$ cat config.mk
export PLATFORM = sky130hd
export DESIGN_NAME = pcd_paged_config
export DESIGN_NICKNAME = d
export VERILOG_FILES = /design/src/design/pcd_pkg.sv /design/src/design/pcd_post_divider.sv /design/src/design/pcd_paged_config.sv
export VERILOG_INCLUDE_DIRS = /design/src /design/src/design
export SDC_FILE = /design/constraint.sdc
export NUM_CORES = 1
export LEC_CHECK = 0
export ABC_AREA = 0
export BUFFER_PORTS_ARGS = -buffer_cell sky130_fd_sc_hd__buf_2
export CAP_MARGIN = 20
export CORE_MARGIN = 8
export CORE_UTILIZATION = 33
export CTS_CLUSTER_DIAMETER = 50
export DETAILED_ROUTE_END_ITERATION = 7
export PLACE_DENSITY = 0.56
export SLEW_MARGIN = 20
export SYNTH_ARGS = -nofsm -noshare
export SYNTH_HDL_FRONTEND = slang
export SYNTH_HIERARCHICAL = 1
export SYNTH_SLANG_ARGS = --single-unit
$ cat constraint.sdc
create_clock -name ref_clk -period 5.5 [get_ports ref_clk]
set_input_delay 0.275 -clock ref_clk [delete_from_list [all_inputs] [get_ports ref_clk]]
set_output_delay 0.275 -clock ref_clk [all_outputs]
set_load 0.02 [all_outputs]
$ cat src/design/pcd_defines.svh
// register offsets, reset values and field positions for the paged divider block
`ifndef PCD_DEFINES_SVH
`define PCD_DEFINES_SVH
`define PCD_BANK_ADDR 8'h7F
`define PCD_LOWER_LAST 8'h7E
`define PCD_UPPER_FIRST 8'h80
`define PCD_UPPER_LAST 8'hFB
`define PCD_RATIO_A_ADDR 8'h80
`define PCD_RATIO_B_ADDR 8'h83
`define PCD_RATIO_C_ADDR 8'h86
`define PCD_BANK_RESET 8'h00
`define PCD_RATIO_AB_RESET 24'h000002
`define PCD_RATIO_C_RESET 24'h000040
`define PCD_BANK_BIT 0
`define PCD_RATIO_MSB 22
`endif

$ cat src/design/pcd_pkg.sv
// types shared by the paged divider block
package pcd_pkg;
    typedef struct packed {
        logic wr;
        logic rd;
        logic [6:0] addr;
        logic [7:0] wdata;
    } pcd_host_req_t;
    typedef struct packed {
        logic [22:0] divide_value_a;
        logic [22:0] divide_value_b;
    } pcd_ratio_t;
endpackage

$ cat src/design/pcd_post_divider.sv
// programmable clock divider driven by the synthesizer clock enable
`timescale 1ns/1ps
`include "pcd_defines.svh"
module pcd_post_divider #(
    parameter int WIDTH = 23
) (
    // clock and reset
    input wire logic ref_clk,
    input wire logic rstn,
    // synthesizer tick and ratio
    input wire logic synth_tick,
    input wire logic [WIDTH-1:0] ratio,
    // divided output
    output logic div_out
);
    logic [WIDTH-1:0] count_reg;
    logic [WIDTH-1:0] half;
    assign half = ratio >> 1;

    always_ff @(posedge ref_clk or negedge rstn) begin
        if (!rstn) begin
            count_reg <= '0;
            div_out <= 1'b0;
        end else if (synth_tick) begin
            if (ratio < WIDTH'(2) || count_reg >= ratio - WIDTH'(1)) begin
                count_reg <= '0;
                div_out <= 1'b1;
            end else begin
                count_reg <= count_reg + WIDTH'(1);
                if (count_reg + WIDTH'(1) == half) begin
                    div_out <= 1'b0;
                end
            end
        end
    end
endmodule

$ cat src/design/pcd_paged_config.sv
// paged register map with post divider ratio registers
//
// Summary of operation
// - with the bank bit clear host addresses reach internal 0x00 to 0x7E.
// - with the bank bit set host addresses reach internal 0x80 to 0xFE.
// - the bank bit supplies internal address bit seven for every access except host address 0x7F.
// - bits 22:0 of ratio A divide the synthesizer clock for output A.
// - bits 22:0 of ratio B divide the synthesizer clock for output B.
// - ratios A and B reset to 2, each over three byte addresses.
// - ratio C sits at 0x86 to 0x88 and resets to 0x000040.
`timescale 1ns/1ps
`include "pcd_defines.svh"
module pcd_paged_config (
    // clock and reset
    input wire logic ref_clk,
    input wire logic rstn,
    // host register port
    input wire pcd_pkg::pcd_host_req_t host_req,
    output logic [7:0] host_rdata,
    // synthesizer tick in, divided clocks, bank select and ratio fields out
    input wire logic synth_tick,
    output logic div_out_a,
    output logic div_out_b,
    output logic bank_sel,
    output pcd_pkg::pcd_ratio_t ratios
);
    // ----------------------------------------
    // registers
    // ----------------------------------------
    logic [7:0] bank_reg;
    logic [23:0] ratio_a_reg;
    logic [23:0] ratio_b_reg;
    logic [23:0] ratio_c_reg;
    logic [7:0] int_addr;

    function automatic logic [7:0] map_addr(input logic [6:0] a,
                                            input logic bank);
        if (a == 7'h7F) begin
            map_addr = `PCD_BANK_ADDR;
        end else begin
            map_addr = {bank, a};
        end
    endfunction

    assign int_addr = map_addr(host_req.addr, bank_reg[`PCD_BANK_BIT]);
    assign bank_sel = bank_reg[`PCD_BANK_BIT];

    function automatic logic in_ratio(input logic [7:0] a,
                                      input logic [7:0] base);
        in_ratio = (a >= base) && (a <= base + 8'h02);
    endfunction

    // ----------------------------------------
    // write path
    // ----------------------------------------
    // byte registers with reset
    always_ff @(posedge ref_clk or negedge rstn) begin
        if (!rstn) begin
            bank_reg <= `PCD_BANK_RESET;
            ratio_a_reg <= `PCD_RATIO_AB_RESET;
            ratio_b_reg <= `PCD_RATIO_AB_RESET;
            ratio_c_reg <= `PCD_RATIO_C_RESET;
        end else if (host_req.wr) begin
            if (int_addr == `PCD_BANK_ADDR) begin
                bank_reg <= {7'h00, host_req.wdata[`PCD_BANK_BIT]};
            end else if (in_ratio(int_addr, `PCD_RATIO_A_ADDR)) begin
                ratio_a_reg[8*(2-(int_addr-`PCD_RATIO_A_ADDR)) +: 8]
                    <= host_req.wdata;
            end else if (in_ratio(int_addr, `PCD_RATIO_B_ADDR)) begin
                ratio_b_reg[8*(2-(int_addr-`PCD_RATIO_B_ADDR)) +: 8]
                    <= host_req.wdata;
            end else if (in_ratio(int_addr, `PCD_RATIO_C_ADDR)) begin
                ratio_c_reg[8*(2-(int_addr-`PCD_RATIO_C_ADDR)) +: 8]
                    <= host_req.wdata;
            end
        end
    end

    // ----------------------------------------
    // read path
    // ----------------------------------------
    // page routing on read
    always_ff @(posedge ref_clk or negedge rstn) begin
        if (!rstn) begin
            host_rdata <= 8'h00;
        end else if (host_req.rd) begin
            if (int_addr == `PCD_BANK_ADDR) begin
                host_rdata <= bank_reg;
            end else if (in_ratio(int_addr, `PCD_RATIO_A_ADDR)) begin
                host_rdata <=
                    ratio_a_reg[8*(2-(int_addr-`PCD_RATIO_A_ADDR)) +: 8];
            end else if (in_ratio(int_addr, `PCD_RATIO_B_ADDR)) begin
                host_rdata <=
                    ratio_b_reg[8*(2-(int_addr-`PCD_RATIO_B_ADDR)) +: 8];
            end else if (in_ratio(int_addr, `PCD_RATIO_C_ADDR)) begin
                host_rdata <=
                    ratio_c_reg[8*(2-(int_addr-`PCD_RATIO_C_ADDR)) +: 8];
            end else begin
                host_rdata <= 8'h00;
            end
        end
    end

    // ----------------------------------------
    // dividers
    // ----------------------------------------
    // ratio A and B fields feed dividers
    assign ratios = {ratio_a_reg[`PCD_RATIO_MSB:0],
                     ratio_b_reg[`PCD_RATIO_MSB:0]};

    pcd_post_divider #(.WIDTH(23)) u_div_a (
        .ref_clk(ref_clk),
        .rstn(rstn),
        .synth_tick(synth_tick),
        .ratio(ratio_a_reg[`PCD_RATIO_MSB:0]),
        .div_out(div_out_a)
    );

    pcd_post_divider #(.WIDTH(23)) u_div_b (
        .ref_clk(ref_clk),
        .rstn(rstn),
        .synth_tick(synth_tick),
        .ratio(ratio_b_reg[`PCD_RATIO_MSB:0]),
        .div_out(div_out_b)
    );

    // ----------------------------------------
    // assertion helpers
    // ----------------------------------------
    logic addr_hit;
    assign addr_hit = (int_addr == `PCD_BANK_ADDR)
        || in_ratio(int_addr, `PCD_RATIO_A_ADDR)
        || in_ratio(int_addr, `PCD_RATIO_B_ADDR)
        || in_ratio(int_addr, `PCD_RATIO_C_ADDR);
endmodule

**Word-level counts from Yosys, hierarchy flattened**

Index checks and enable logic that the tools add are counted.

- Add/sub/neg operators: 13
- $lt $le $gt $ge: 10
- Eq/ne operators: 4
- Shifts and indexed selects: 9
- Multiplexer cells: 14
- Bitwise gates (word level): 3
- Reduce and logical (&&, ||, !) cells: 13

Operators by type and width:

| cell | count |
|---|---|
| $neg 32->34 | 3 |
| $shift 8x34->24 const A | 3 |
| $shiftx 8x34->24 | 3 |
| $shiftx 24x33->8 | 3 |
| $bwmux 24 | 3 |
| $add 23x1->23 const B | 2 |
| $eq 23x22->1 | 2 |
| $ge 23x23->1 | 2 |
| $lt 23x2->1 const B | 2 |
| $mux 23 | 2 |
| $sub 23x1->23 const B | 2 |
| $mux 8 | 5 |
| $sub 3x9->10 const A | 3 |
| $sub 8x8->9 const B | 3 |
| $ge 8x8->1 const B | 3 |
| $le 8x8->1 const B | 3 |
| $eq 8x7->1 const B | 1 |
| $eq 7x7->1 const B | 1 |
| $reduce_and 2->1 | 3 |
| $reduce_and 5->1 | 1 |
| $mux 1 | 4 |
| $reduce_and 4->1 | 1 |
| $reduce_bool 2->1 | 2 |
| $logic_and 1x1->1 | 3 |
| 3 further kinds | 6 |

- Bits in registers: 129
- Bits of input ports: 20
- Output and inout bits: 57
- Logic and storage cells: 75

**Depth between registers and ports, before layout**

Gate-level depths: netlist of the first run.

- Depth in word-level cells: 9
- Depth in mapped cells: 25
- Gate-level depth less buffers: 22

**Hierarchy**

Netlist of the first run, hierarchy kept.

Modules (own cells, without submodules):

| module | instances | cells each | area each (um^2) | sequential area each (um^2) |
|---|---|---|---|---|
| pcd_paged_config | 1 | 738 | 6860.3 | 2030.7 |
| pcd_post_divider | 2 | 357 | 2941.6 | 600.6 |

**Worst setup path after synthesis of the first run**

Ideal clock, no wire load.

- Path kind: input to register
- Start: in host_req[8] in the netlist's numbering
- End: reg ratio_b_reg[0]
- Setup time: 0.125 ns
- Arrival: 6.005 ns
- Required time: 5.375 ns
- Setup slack: -0.630 ns
- Stages on the path: 24
- Path buffers: 3
- Cell sequence: ha_1 > buf_4 > nand2_1 > nor2_1 > nor2_1 > inv_1 > ha_1 > buf_6 > a2111oi_4 > xor2_2 > nor3_2 > nor4_4 > o211ai_1 > or2_2 > ha_1 > nor4b_1 > nand4_1 > nor4_1 > or4b_4 > a211oi_2 > or4b_4 > a211o_1 > buf_6 > mux2_4

- Word-level cells in the longest chain between the ends: 7
- Elaborated cells on any way between the ends: 18
- Those cells by class: 3 x add/sub; 4 x order compare; 2 x eq/ne; 2 x shift; 2 x mux; 2 x bitwise; 3 x reduce/logical

RTL lines:

| item | line | text |
|---|---|---|
| start, declared | pcd_paged_config.sv:18 | `input wire pcd_pkg::pcd_host_req_t host_req,` |
| $eq 7x7->1 | pcd_paged_config.sv:38 | `if (a == 7'h7F) begin` |
| $mux 8 (*) | pcd_paged_config.sv:38 |  |
| $sub 8x8->9 (no source line) | n/a |  |
| $sub 3x9->10 | pcd_paged_config.sv:70 | `` ratio_b_reg[8*(2-(int_addr-`PCD_RATIO_B_ADDR)) +: 8] `` |
| $neg 32->34 | pcd_paged_config.sv:70 |  |
| $shiftx 8x34->24 or $shift 8x34->24 (tied branches) | pcd_paged_config.sv:70 |  |
| $bwmux 24 | pcd_paged_config.sv:70 |  |
| end signal, assigned | pcd_paged_config.sv:61 | `` ratio_b_reg <= `PCD_RATIO_AB_RESET; `` |
| end, declared | pcd_paged_config.sv:32 | `logic [23:0] ratio_b_reg;` |

Mark *: on every way between the ends. The rest lies on a longest branch, timed or not.
A chain may end at the register's enable or synchronous reset.

**Worst setup path after layout of the first run**

- Start: in host_req[8] in the netlist's numbering
- End: reg ratio_b_reg[6]

The elaborated chain is that of the path after synthesis.

==> results of run 1 <==
-- power groups by stage --
stage	Clock, mW	Sequential (mW)	Combinational [mW]
6_report	1.16	0.960	0.396
5_1_grt	1.22	0.960	0.437
4_1_cts	1.18	0.960	0.396
3_5_place_dp	0	0.977	0.394
3_3_place_gp	0	0.977	0.387
2_1_floorplan	0	0.981	0.255
-- critical path, stage by stage --
cell,delay (ns)
buf_2,0.11
ha_2,0.20
nand2_4,0.08
nor2_4,0.04
nor2_4,0.11
inv_2,0.05
ha_4,0.18
a2111oi_4,0.34
xor2_2,0.27
nor3_2,0.11
nor4_4,0.31
o211ai_1,0.16
or2_2,0.31
ha_1,0.21
nor4b_2,0.21
nand4_1,0.14
nor4_2,0.20
or4b_4,0.50
a211oi_2,0.22
or4b_4,0.49
a211o_1,0.50
mux2_4,0.36
-- metal layers --
layer	vias to the layer above	GRT usage, %	routed length (um)
met5	-	0	0
met4	0	4.26	561
met3	39	2.49	1970
met2	320	29.0	18900
met1	5544	23.1	17900
li1	5396	-	-
-- through the flow --
stage	instances	hold WS (ns)
after global routing	2013	0.148
after global placement	1980	0.448
after floorplan	1452	-0.0206
after detailed placement	1980	0.452
final	2014	0.156
after CTS	2013	0.141
-- final timing paths --
check                               start               endpoint  slack (ns)
max in group asynchronous            rstn         ratio_a_reg[1]        3.88
setup / recovery              host_req[8]         ratio_b_reg[6]        0.43
setup reg to reg              bank_reg[0]         ratio_b_reg[6]        0.76
min in group asynchronous            rstn  u_div_b/count_reg[11]        0.51
hold reg to reg            ratio_c_reg[6]         ratio_c_reg[6]        0.48
hold / removal                host_req[6]         ratio_c_reg[6]        0.16
-- placed cells by master (no fill, tap or decap), types with 13 or more instances in the layout --
cell | synthesis | layout
nor3_1 | 39 | 39
nand2_1 | 112 | 111
nor2_1 | 76 | 74
buf_2 | 9 | 75
and2_1 | 23 | 23
o21ai_0 | 42 | 42
clkbuf_16 | 0 | 17
xnor2_1 | 94 | 94
ha_1 | 76 | 73
nand2b_1 | 16 | 16
or3_1 | 18 | 18
o2bb2ai_1 | 13 | 13
nor2b_1 | 14 | 14
and3_1 | 38 | 38
mux2i_1 | 31 | 31
buf_4 | 58 | 60
nand4_1 | 41 | 41
nor4_1 | 22 | 20
xor2_1 | 33 | 33
inv_1 | 62 | 61
nand3_1 | 64 | 64
a31oi_1 | 13 | 13
a21o_1 | 30 | 30
o31ai_1 | 19 | 19
a21oi_1 | 35 | 35
dfrtp_1 | 126 | 126
mux2_2 | 55 | 55
-- area by class of cell --
class | instances | area share [%]
multi-input combinational | 1134 | 60.7
antenna | 1 | 0.0177
sequential | 129 | 22.8
timing repair buffer | 138 | 6.12
clock inverter | 13 | 1.08
tap | 518 | 4.57
inverter | 62 | 1.64
clock buffer | 19 | 3.05
-- repair_timing --
action	4_1_cts	5_1_grt
hold endpoints to repair	13	0
setup endpoints to repair	0	3
hold buffers	1	0
resized for setup	0	1
-- cells by family (layout without fill, tap and decap cells) --
family / after synthesis / in the layout / share of synthesized area, %
DFF: 129 / 129 / 25.4
and+or+nand+nor: 540 / 540 / 24.2
other: 0 / 1 / 0
xor gates and xnor gates: 130 / 130 / 9.16
buffers and inverters: 189 / 232 / 7.74
muxes: 95 / 95 / 8.36
adders and majority gates: 76 / 76 / 7.46
AOI/OAI and AO/OA: 293 / 293 / 17.7
==> metrics.yaml, run 1 <==
cts_tree: "done"
worst_pin_slew_ns: 1.07
synth_ff_type: "dfrtp_1"
synth.top_cell.area_share_pct: 24.7
critPathMaxFanout: 8
worstRegToRegCells: 15
ant_nets: 0
clock_path_buffers: 2
swShare_pct: 29.5
htreeDepth: 4
drcViolationCount: 0
multiInputGateArea_sq_um: 8600
preCtsSetupSlack_ns: -0.128
p_per_area_nw_per_um2: 178
grt_pass1_vias: 11090
cap_viol_max_count: 0
relSlewSlack_pct: 27.9
synthArstFlopShare_pct: 100
clkSinkCount: 129
clkPwrFrac_pct: 46.1
clkTransAtPathRegs_ns: 0.07
die_h_um: 213
portBuffers: 76
final_hold_viol_count: 0
viasPerCell: 5.61
drt-initial-drc-count: 933
maxSlewViolCount: 0
antenna_found_initial: 1
startpoint_type: "primary input"
fmaxAchievable_ghz: 0.197
ys_types: 100
core-area_sq_um: 38400
syn-num-nets: 1548
cts_inserted_buffers: 17
yosysSeqAreaShare_pct: 25.4
period_share_pct: 92.1
rsz0062_at_grt: "no"
register_area_sq_um: 3230
clock_latency_ns: 0.43
min_period_ns: 5.07
placed_area_sq_um: 13600
critPathArrivalTime_ns: 5.38
seqPwrFrac_pct: 38.1
row_count: 72
holdPathStages: 3
start_util_pct: 33.2
syn_area_per_cell_sq_um: 8.78
pwr-share-comb_pct: 15.7
grt_overflow_total: 0
die_w_um: 213
ys_top_cells_by_count: "126 x dfrtp_1, 112 x nand2_1, 94 x xnor2_1"
die_area_sq_um: 45200
worst_slack_ns: 0.435
critPathKind: "in -> reg"
vdd_drop_max_uv: 138
wire_per_inst_um: 19.5
via_count: 11299
synthCells: 1452
worstPathRequired_ns: 5.81
power.internal_mw: 1.77
syn_area_sq_um: 12700
synth_top_area_cell: "dfrtp_1"
post_cts_buffers: 0
fin_util_pct: 36.9
ys_top_cells_by_area: "dfrtp_1 25%, ha_1 7.5%, xnor2_1 6.5%"
status: "complete, no violations"
yosysMostFrequentCell: "dfrtp_1"
fin_skew_ns: 0.0130
grt_pass1_wl_um: 62900
finalPower_mw: 2.52
grt.total_usage_pct: 17.3
p_switching_uw: 742
setup_viol: 0
io-pin-count: 77
final_cell_area_sq_um: 14200
routed_wl_um: 39300
synth_warnings: 6
gp_congestion: 0.892
leakage_nw: 6.63
grt_max_degree: 92
fin_setup_tns_ns: 0
syn_to_final_growth_pct: 11.2
min_path_type: "in -> reg"
dp_hpwl_um: 29200
ys_seq_elements: 129
cp-end-kind: "register"
first_pass_iters: 7
num-fill-cells: 3938
drive_gt1_share_pct: 20.1
clock-root-buffer: "clkbuf_16"
final_nets: 1578
synth-edff-count: 0
No activity file was read; power rests on OpenSTA's default activity.
==> run 2: changes to the inputs <==
--- a/config.mk
+++ b/config.mk
@@ -7,12 +7,13 @@
 export NUM_CORES = 1
 export LEC_CHECK = 0
 export ABC_AREA = 0
-export BUFFER_PORTS_ARGS = -buffer_cell sky130_fd_sc_hd__buf_2
+export BUFFER_PORTS_ARGS = -buffer_cell sky130_fd_sc_hd__buf_4
 export CAP_MARGIN = 20
 export CORE_MARGIN = 8
 export CORE_UTILIZATION = 33
 export CTS_CLUSTER_DIAMETER = 50
 export DETAILED_ROUTE_END_ITERATION = 7
+export MAX_ROUTING_LAYER = met4
 export PLACE_DENSITY = 0.56
 export SLEW_MARGIN = 20
 export SYNTH_ARGS = -nofsm -noshare
==> metrics.yaml, run 2 (synthesis results as in run 1) <==
ant_nets: 0  # unchanged
drive_gt1_share_pct: 20.2  # +0.040 points
rsz0062_at_grt: "no"
syn_to_final_growth_pct: 12.3
viasPerCell: 5.67  # +1.1%
status: "complete, no violations"
min_period_ns: 5.17  # +0.107 ns
htreeDepth: 4  # unchanged
grt_overflow_total: 0  # unchanged
finalPower_mw: 2.48  # -1.6%
final_hold_viol_count: 0  # unchanged
met2_wirelength_um: 18600  # -1.6%
clock-root-buffer: "clkbuf_16"
clkSinkCount: 129  # unchanged
maxSlewViolCount: 0  # unchanged
die_h_um: 213  # unchanged
portBuffers: 76  # unchanged
cts_inserted_buffers: 17  # unchanged
die_area_sq_um: 45200  # unchanged
routed_wl_um: 39200  # -0.27%
cap_viol_max_count: 0  # unchanged
worst_pin_slew_ns: 1.07  # +0.00330 ns
setup_viol: 0  # unchanged
row_count: 72  # unchanged
antenna_found_initial: 0  # -1
grt_pass1_vias: 11399  # +2.8%
min_to: "ratio_a_reg[15]"
relSlewSlack_pct: 27.9  # about the same
io-pin-count: 77  # unchanged
top_layer_used: "met4"
critPathArrivalTime_ns: 5.49  # +0.11 ns
start_util_pct: 33.2  # unchanged
routedLengthMet1_um: 17900  # about the same
clock_path_buffers: 2  # unchanged
min_path_type: "in -> reg"
critPathKind: "in -> reg"
final_nets: 1575  # -0.19%
cts_tree: "done"
holdPathStages: 3  # unchanged
startpoint_type: "primary input"
period_share_pct: 94.0  # +1.9 points
fin_util_pct: 37.3  # +0.36 points
grt_pass1_wl_um: 63400  # +0.78%
drt-initial-drc-count: 828  # -11%
critPathMaxFanout: 8  # unchanged
core-area_sq_um: 38400  # unchanged
fmaxAchievable_ghz: 0.193  # -2.1%
die_w_um: 213  # unchanged
worstPathRequired_ns: 5.82  # about the same
grt.total_usage_pct: 18.0  # +0.67 points
reg2reg_slack_ns: 0.64  # -0.12 ns
first_pass_iters: 5  # -2
fin_skew_ns: 0.0138  # +0.000778 ns
dp_hpwl_um: 29200  # +0.17%
post_cts_buffers: 0  # unchanged
final_cell_mix: "132 x buf_4, 126 x dfrtp_1, 111 x nand2_1, 94 x xnor2_1, 74 x nor2_1"
grt_max_degree: 83  # -9.8%
timing.rr.end: "ratio_b_reg[0]"
leakage_nw: 6.63  # about the same
hold_start: "host_req[7]"
drcViolationCount: 0  # unchanged
via_count: 11403  # +0.92%
wl_met3_um: 1850  # -5.7%
clock_latency_ns: 0.45  # +0.02 ns
worstRegToRegCells: 16  # +1
cp-end-kind: "register"
final_common_cell: "buf_4"
reg2reg_from: "bank_reg[0]"
gp_congestion: 0.888  # -0.54%
vdd_drop_max_uv: 155  # +13%
p_per_area_nw_per_um2: 173  # -2.6%
clkTransAtPathRegs_ns: 0.07  # about the same
antenna_cells: 0  # -1
wire_per_inst_um: 19.5  # about the same
-- run 2: report_power, final --
part / internal [mW] / switching, mW
clock: 0.599 / 0.516
combinational: 0.150 / 0.253
sequential: 0.954 / 0.00422
-- run 2: worst max path at each step --
stage	start	endpoint	slack, ns	cells after the start
final	host_req[8]	ratio_b_reg[0]	0.33	23
after global routing	host_req[8]	ratio_b_reg[0]	0.03	22
after CTS	host_req[8]	ratio_b_reg[0]	0.26	21
after detailed placement	host_req[8]	ratio_b_reg[0]	-0.20	21
after global placement	host_req[8]	ratio_b_reg[5]	-0.005	21
after floorplan	host_req[12]	ratio_b_reg[0]	0.003	24
-- run 2: worst max-delay path: stages --
cell	delay, ns
buf_4	0.12
ha_2	0.20
nand2_4	0.08
nor2_4	0.04
nor2_4	0.12
inv_2	0.05
ha_4	0.18
buf_4	0.16
and3b_1	0.18
a32o_1	0.22
o2111ai_1	0.35
nor2_1	0.09
xnor2_1	0.19
or2_2	0.32
ha_1	0.21
nor4b_2	0.22
nand4_1	0.12
nor4_1	0.27
or4b_4	0.51
a211oi_2	0.21
or4b_4	0.49
a211o_1	0.51
mux2_4	0.37
-- run 2: stage by stage --
stage          std cells  TNS, ns  setup WS (ns)  hold WS (ns)  instance area, sq um
2_1_floorplan       1452        0        0.00270       -0.0206                 12800
3_3_place_gp        1977  -0.0270       -0.00471         0.277                 13700
3_5_place_dp        1977    -2.34         -0.197         0.272                 13700
4_1_cts             2010        0          0.264         0.114                 14300
5_1_grt             2010        0         0.0328         0.127                 14300
6_report            2010        0          0.328         0.131                 14300
-- run 2: layout make-up --
type                            count  area (sq um)
Timing Repair Buffer              135          1020
Fill cell                        3972         24100
Multi-Input combinational cell   1134          8610
Clock inverter                     15           140
Sequential cell                   129          3230
Clock buffer                       17           425
Inverter                           62           233
Tap cell                          518           648
-- run 2: timing repair --
item,4_1_cts,5_1_grt
gates resized for setup,0,1
hold buffers,1,0
hold endpoints to repair,47,0
setup endpoints to repair,0,7
-- run 2: layer usage --
layer	up-vias	track usage, %
met3	69	2.36
met4	0	5.93
met5	-	-
met1	5632	23.2
met2	319	28.8
li1	5383	-
==> run 3: changes to the inputs <==
--- a/config.mk
+++ b/config.mk
@@ -7,14 +7,14 @@
 export NUM_CORES = 1
 export LEC_CHECK = 0
 export ABC_AREA = 0
-export BUFFER_PORTS_ARGS = -buffer_cell sky130_fd_sc_hd__buf_4
 export CAP_MARGIN = 20
 export CORE_MARGIN = 8
 export CORE_UTILIZATION = 33
 export CTS_CLUSTER_DIAMETER = 50
 export DETAILED_ROUTE_END_ITERATION = 7
+export DONT_BUFFER_PORTS = 1
 export MAX_ROUTING_LAYER = met4
-export PLACE_DENSITY = 0.56
+export PLACE_DENSITY = 0.54
 export SLEW_MARGIN = 20
 export SYNTH_ARGS = -nofsm -noshare
 export SYNTH_HDL_FRONTEND = slang
==> metrics.yaml, run 3 (synthesis results as in run 1) <==
status: "complete, no violations"
grt_pass1_vias: 11034  # -3.2%
min_period_ns: 5.08  # -0.0930 ns
cp-end-kind: "register"
core-area_sq_um: 38400  # unchanged
first_pass_iters: 7  # +2
critPathKind: "in -> reg"
power.internal_mw: 1.72  # +1.2%
portBuffers: 0  # -100%
htreeDepth: 4  # unchanged
worst_pin_slew_ns: 0.975  # -0.0980 ns
gp_congestion: 0.859  # -3.2%
clkPwrFrac_pct: 46.4  # +1.4 points
p_switching_uw: 716  # -7.4%
register_area_sq_um: 3230  # unchanged
postCtsResizedCells: 0  # unchanged
antenna_cells: 0  # unchanged
cts_tree: "done"
fmaxAchievable_ghz: 0.197  # +1.8%
fin_skew_ns: 0.0158  # +0.00203 ns
finalPower_mw: 2.44  # -1.5%
clock_latency_ns: 0.43  # -0.02 ns
leakage_nw: 6.22  # -6.1%
final_nets: 1496  # -5.0%
multiInputGateArea_sq_um: 8600  # -0.12%
seqPwrFrac_pct: 39.5  # +0.8 points
viasPerCell: 5.76  # +1.5%
die_h_um: 213  # unchanged
final_hold_viol_count: 0  # unchanged
relSlewSlack_pct: 34.5  # +6.6 points
clock_path_buffers: 2  # unchanged
routed_wl_um: 40400  # +3.2%
critPathMaxFanout: 35  # +27
rsz0062_at_grt: "no"
syn_to_final_growth_pct: 7.94
dp_hpwl_um: 29000  # -0.80%
drive_gt1_share_pct: 14.6  # -5.5 points
maxSlewViolCount: 0  # unchanged
wire_per_inst_um: 20.9  # +7.4%
setup_viol: 0  # unchanged
start_util_pct: 33.2  # unchanged
critPathArrivalTime_ns: 5.38  # -0.11 ns
vdd_drop_max_uv: 135  # -13%
p_per_area_nw_per_um2: 177  # +2.5%
drcViolationCount: 0  # unchanged
io-pin-count: 77  # unchanged
grt.total_usage_pct: 18.3  # +0.32 points
swShare_pct: 29.4  # -1.9 points
preCtsSetupSlack_ns: -0.0219  # +0.175 ns
num-fill-cells: 4017  # +1.1%
drt-initial-drc-count: 982  # +19%
clkTransAtPathRegs_ns: 0.06  # about the same
row_count: 72  # unchanged
die_w_um: 213  # unchanged
clock-root-buffer: "clkbuf_16"
worst_slack_ns: 0.421  # +0.0930 ns
grt_overflow_total: 0  # unchanged
final_cell_mix: "126 x dfrtp_1, 111 x nand2_1, 94 x xnor2_1, 74 x nor2_1, 73 x ha_1"
final_common_cell: "dfrtp_1"
cap_viol_max_count: 0  # unchanged
ant_nets: 0  # unchanged
grt_max_degree: 130  # +57%
period_share_pct: 92.4  # -1.7 points
die_area_sq_um: 45200  # unchanged
via_count: 11121  # -2.5%
worstPathRequired_ns: 5.81  # about the same
antenna_found_initial: 1  # +1
clkSinkCount: 129  # unchanged
min_path_type: "in -> reg"
startpoint_type: "primary input"
grt_pass1_wl_um: 63700  # +0.52%
pwr-share-comb_pct: 14.1  # -2.2 points
cts_inserted_buffers: 17  # unchanged
-- run 3: cell types whose count changed in the layout (fill, tap and decap cells not counted), sizes merged --
cell         previous run  this run
clkinvlp                3         2
clkbuf                 17        18
buf                   134        43
dlygate4sd3             1        13
inv                    72        69
bufinv                  0         1
clkinv                  2         4
-- run 3: worst paths after layout --
kind                           startpoint                   end  slack, ns  cells past startpoint
max in group asynchronous            rstn       ratio_a_reg[15]       4.46                      2
min in group asynchronous            rstn  u_div_b/count_reg[6]       0.52                      2
min                           host_req[6]       ratio_c_reg[14]       0.02                      2
min reg2reg                ratio_c_reg[6]        ratio_c_reg[6]       0.47                      2
max reg2reg                ratio_a_reg[7]  u_div_a/count_reg[3]       0.48                     15
max                           host_req[8]        ratio_b_reg[2]       0.42                     21
-- run 3: what timing repair did --
item                      CTS  global route
hold endpoints to repair  168             1
hold buffers               13             1
setup buffers               0             0
-- run 3: metal layers --
metal  wire, um  vias to the layer above  share of wire [%]  GRT usage (%)
met5          0                        -                  0              -
met4        901                        0                2.2           5.50
met3       2510                       64                6.2           3.76
met2      19500                      317                 48           29.7
met1      17500                     5517                 43           22.7
li1           -                     5223                  -              -
-- run 3: per-stage QoR --
step	area (sq um)	utilization (%)	TNS (ns)	instances	hold WS, ns
floorplan	12800	-	0	1452	-0.0206
global placement	13000	33.9	0	1885	-0.00603
detailed placement	13000	33.9	-0.139	1885	-0.00498
CTS	13700	35.8	0	1930	0.00518
global route	13800	35.8	0	1931	0.0105
finish	13800	35.8	0	1931	0.0171
-- run 3: layout make-up --
cell class / instances / area share (%)
repair buffers: 56 / 3.44
inverters: 62 / 1.69
clock inverters: 14 / 1.04
clock buffers: 18 / 3.12
multi-input cells: 1134 / 62.5
flip-flops and latches: 129 / 23.5
well taps: 518 / 4.71
-- run 3: worst max-delay path, stage by stage --
cell and delay, ns:
ha_2 0.19, nand2_4 0.08, nor2_4 0.04, nor2_4 0.12, inv_2 0.06, ha_4 0.19
a2111oi_4 0.35, xor2_2 0.26, nor3_2 0.10, nor4_4 0.34, o211ai_1 0.18, or2_4 0.28
ha_4 0.27, nor4b_2 0.18, nand4_1 0.11, nor4_1 0.28, or4b_4 0.51, a211oi_2 0.20
or4b_4 0.50, a211o_1 0.51, mux2_4 0.36
-- run 3: power by group through the flow --
stage	sequential, mW	clock (mW)	combinational [mW]
floorplan	0.981	0	0.255
global placement	0.982	0	0.298
detailed placement	0.982	0	0.302
CTS	0.965	1.15	0.342
global route	0.965	1.20	0.380
finish	0.964	1.13	0.343
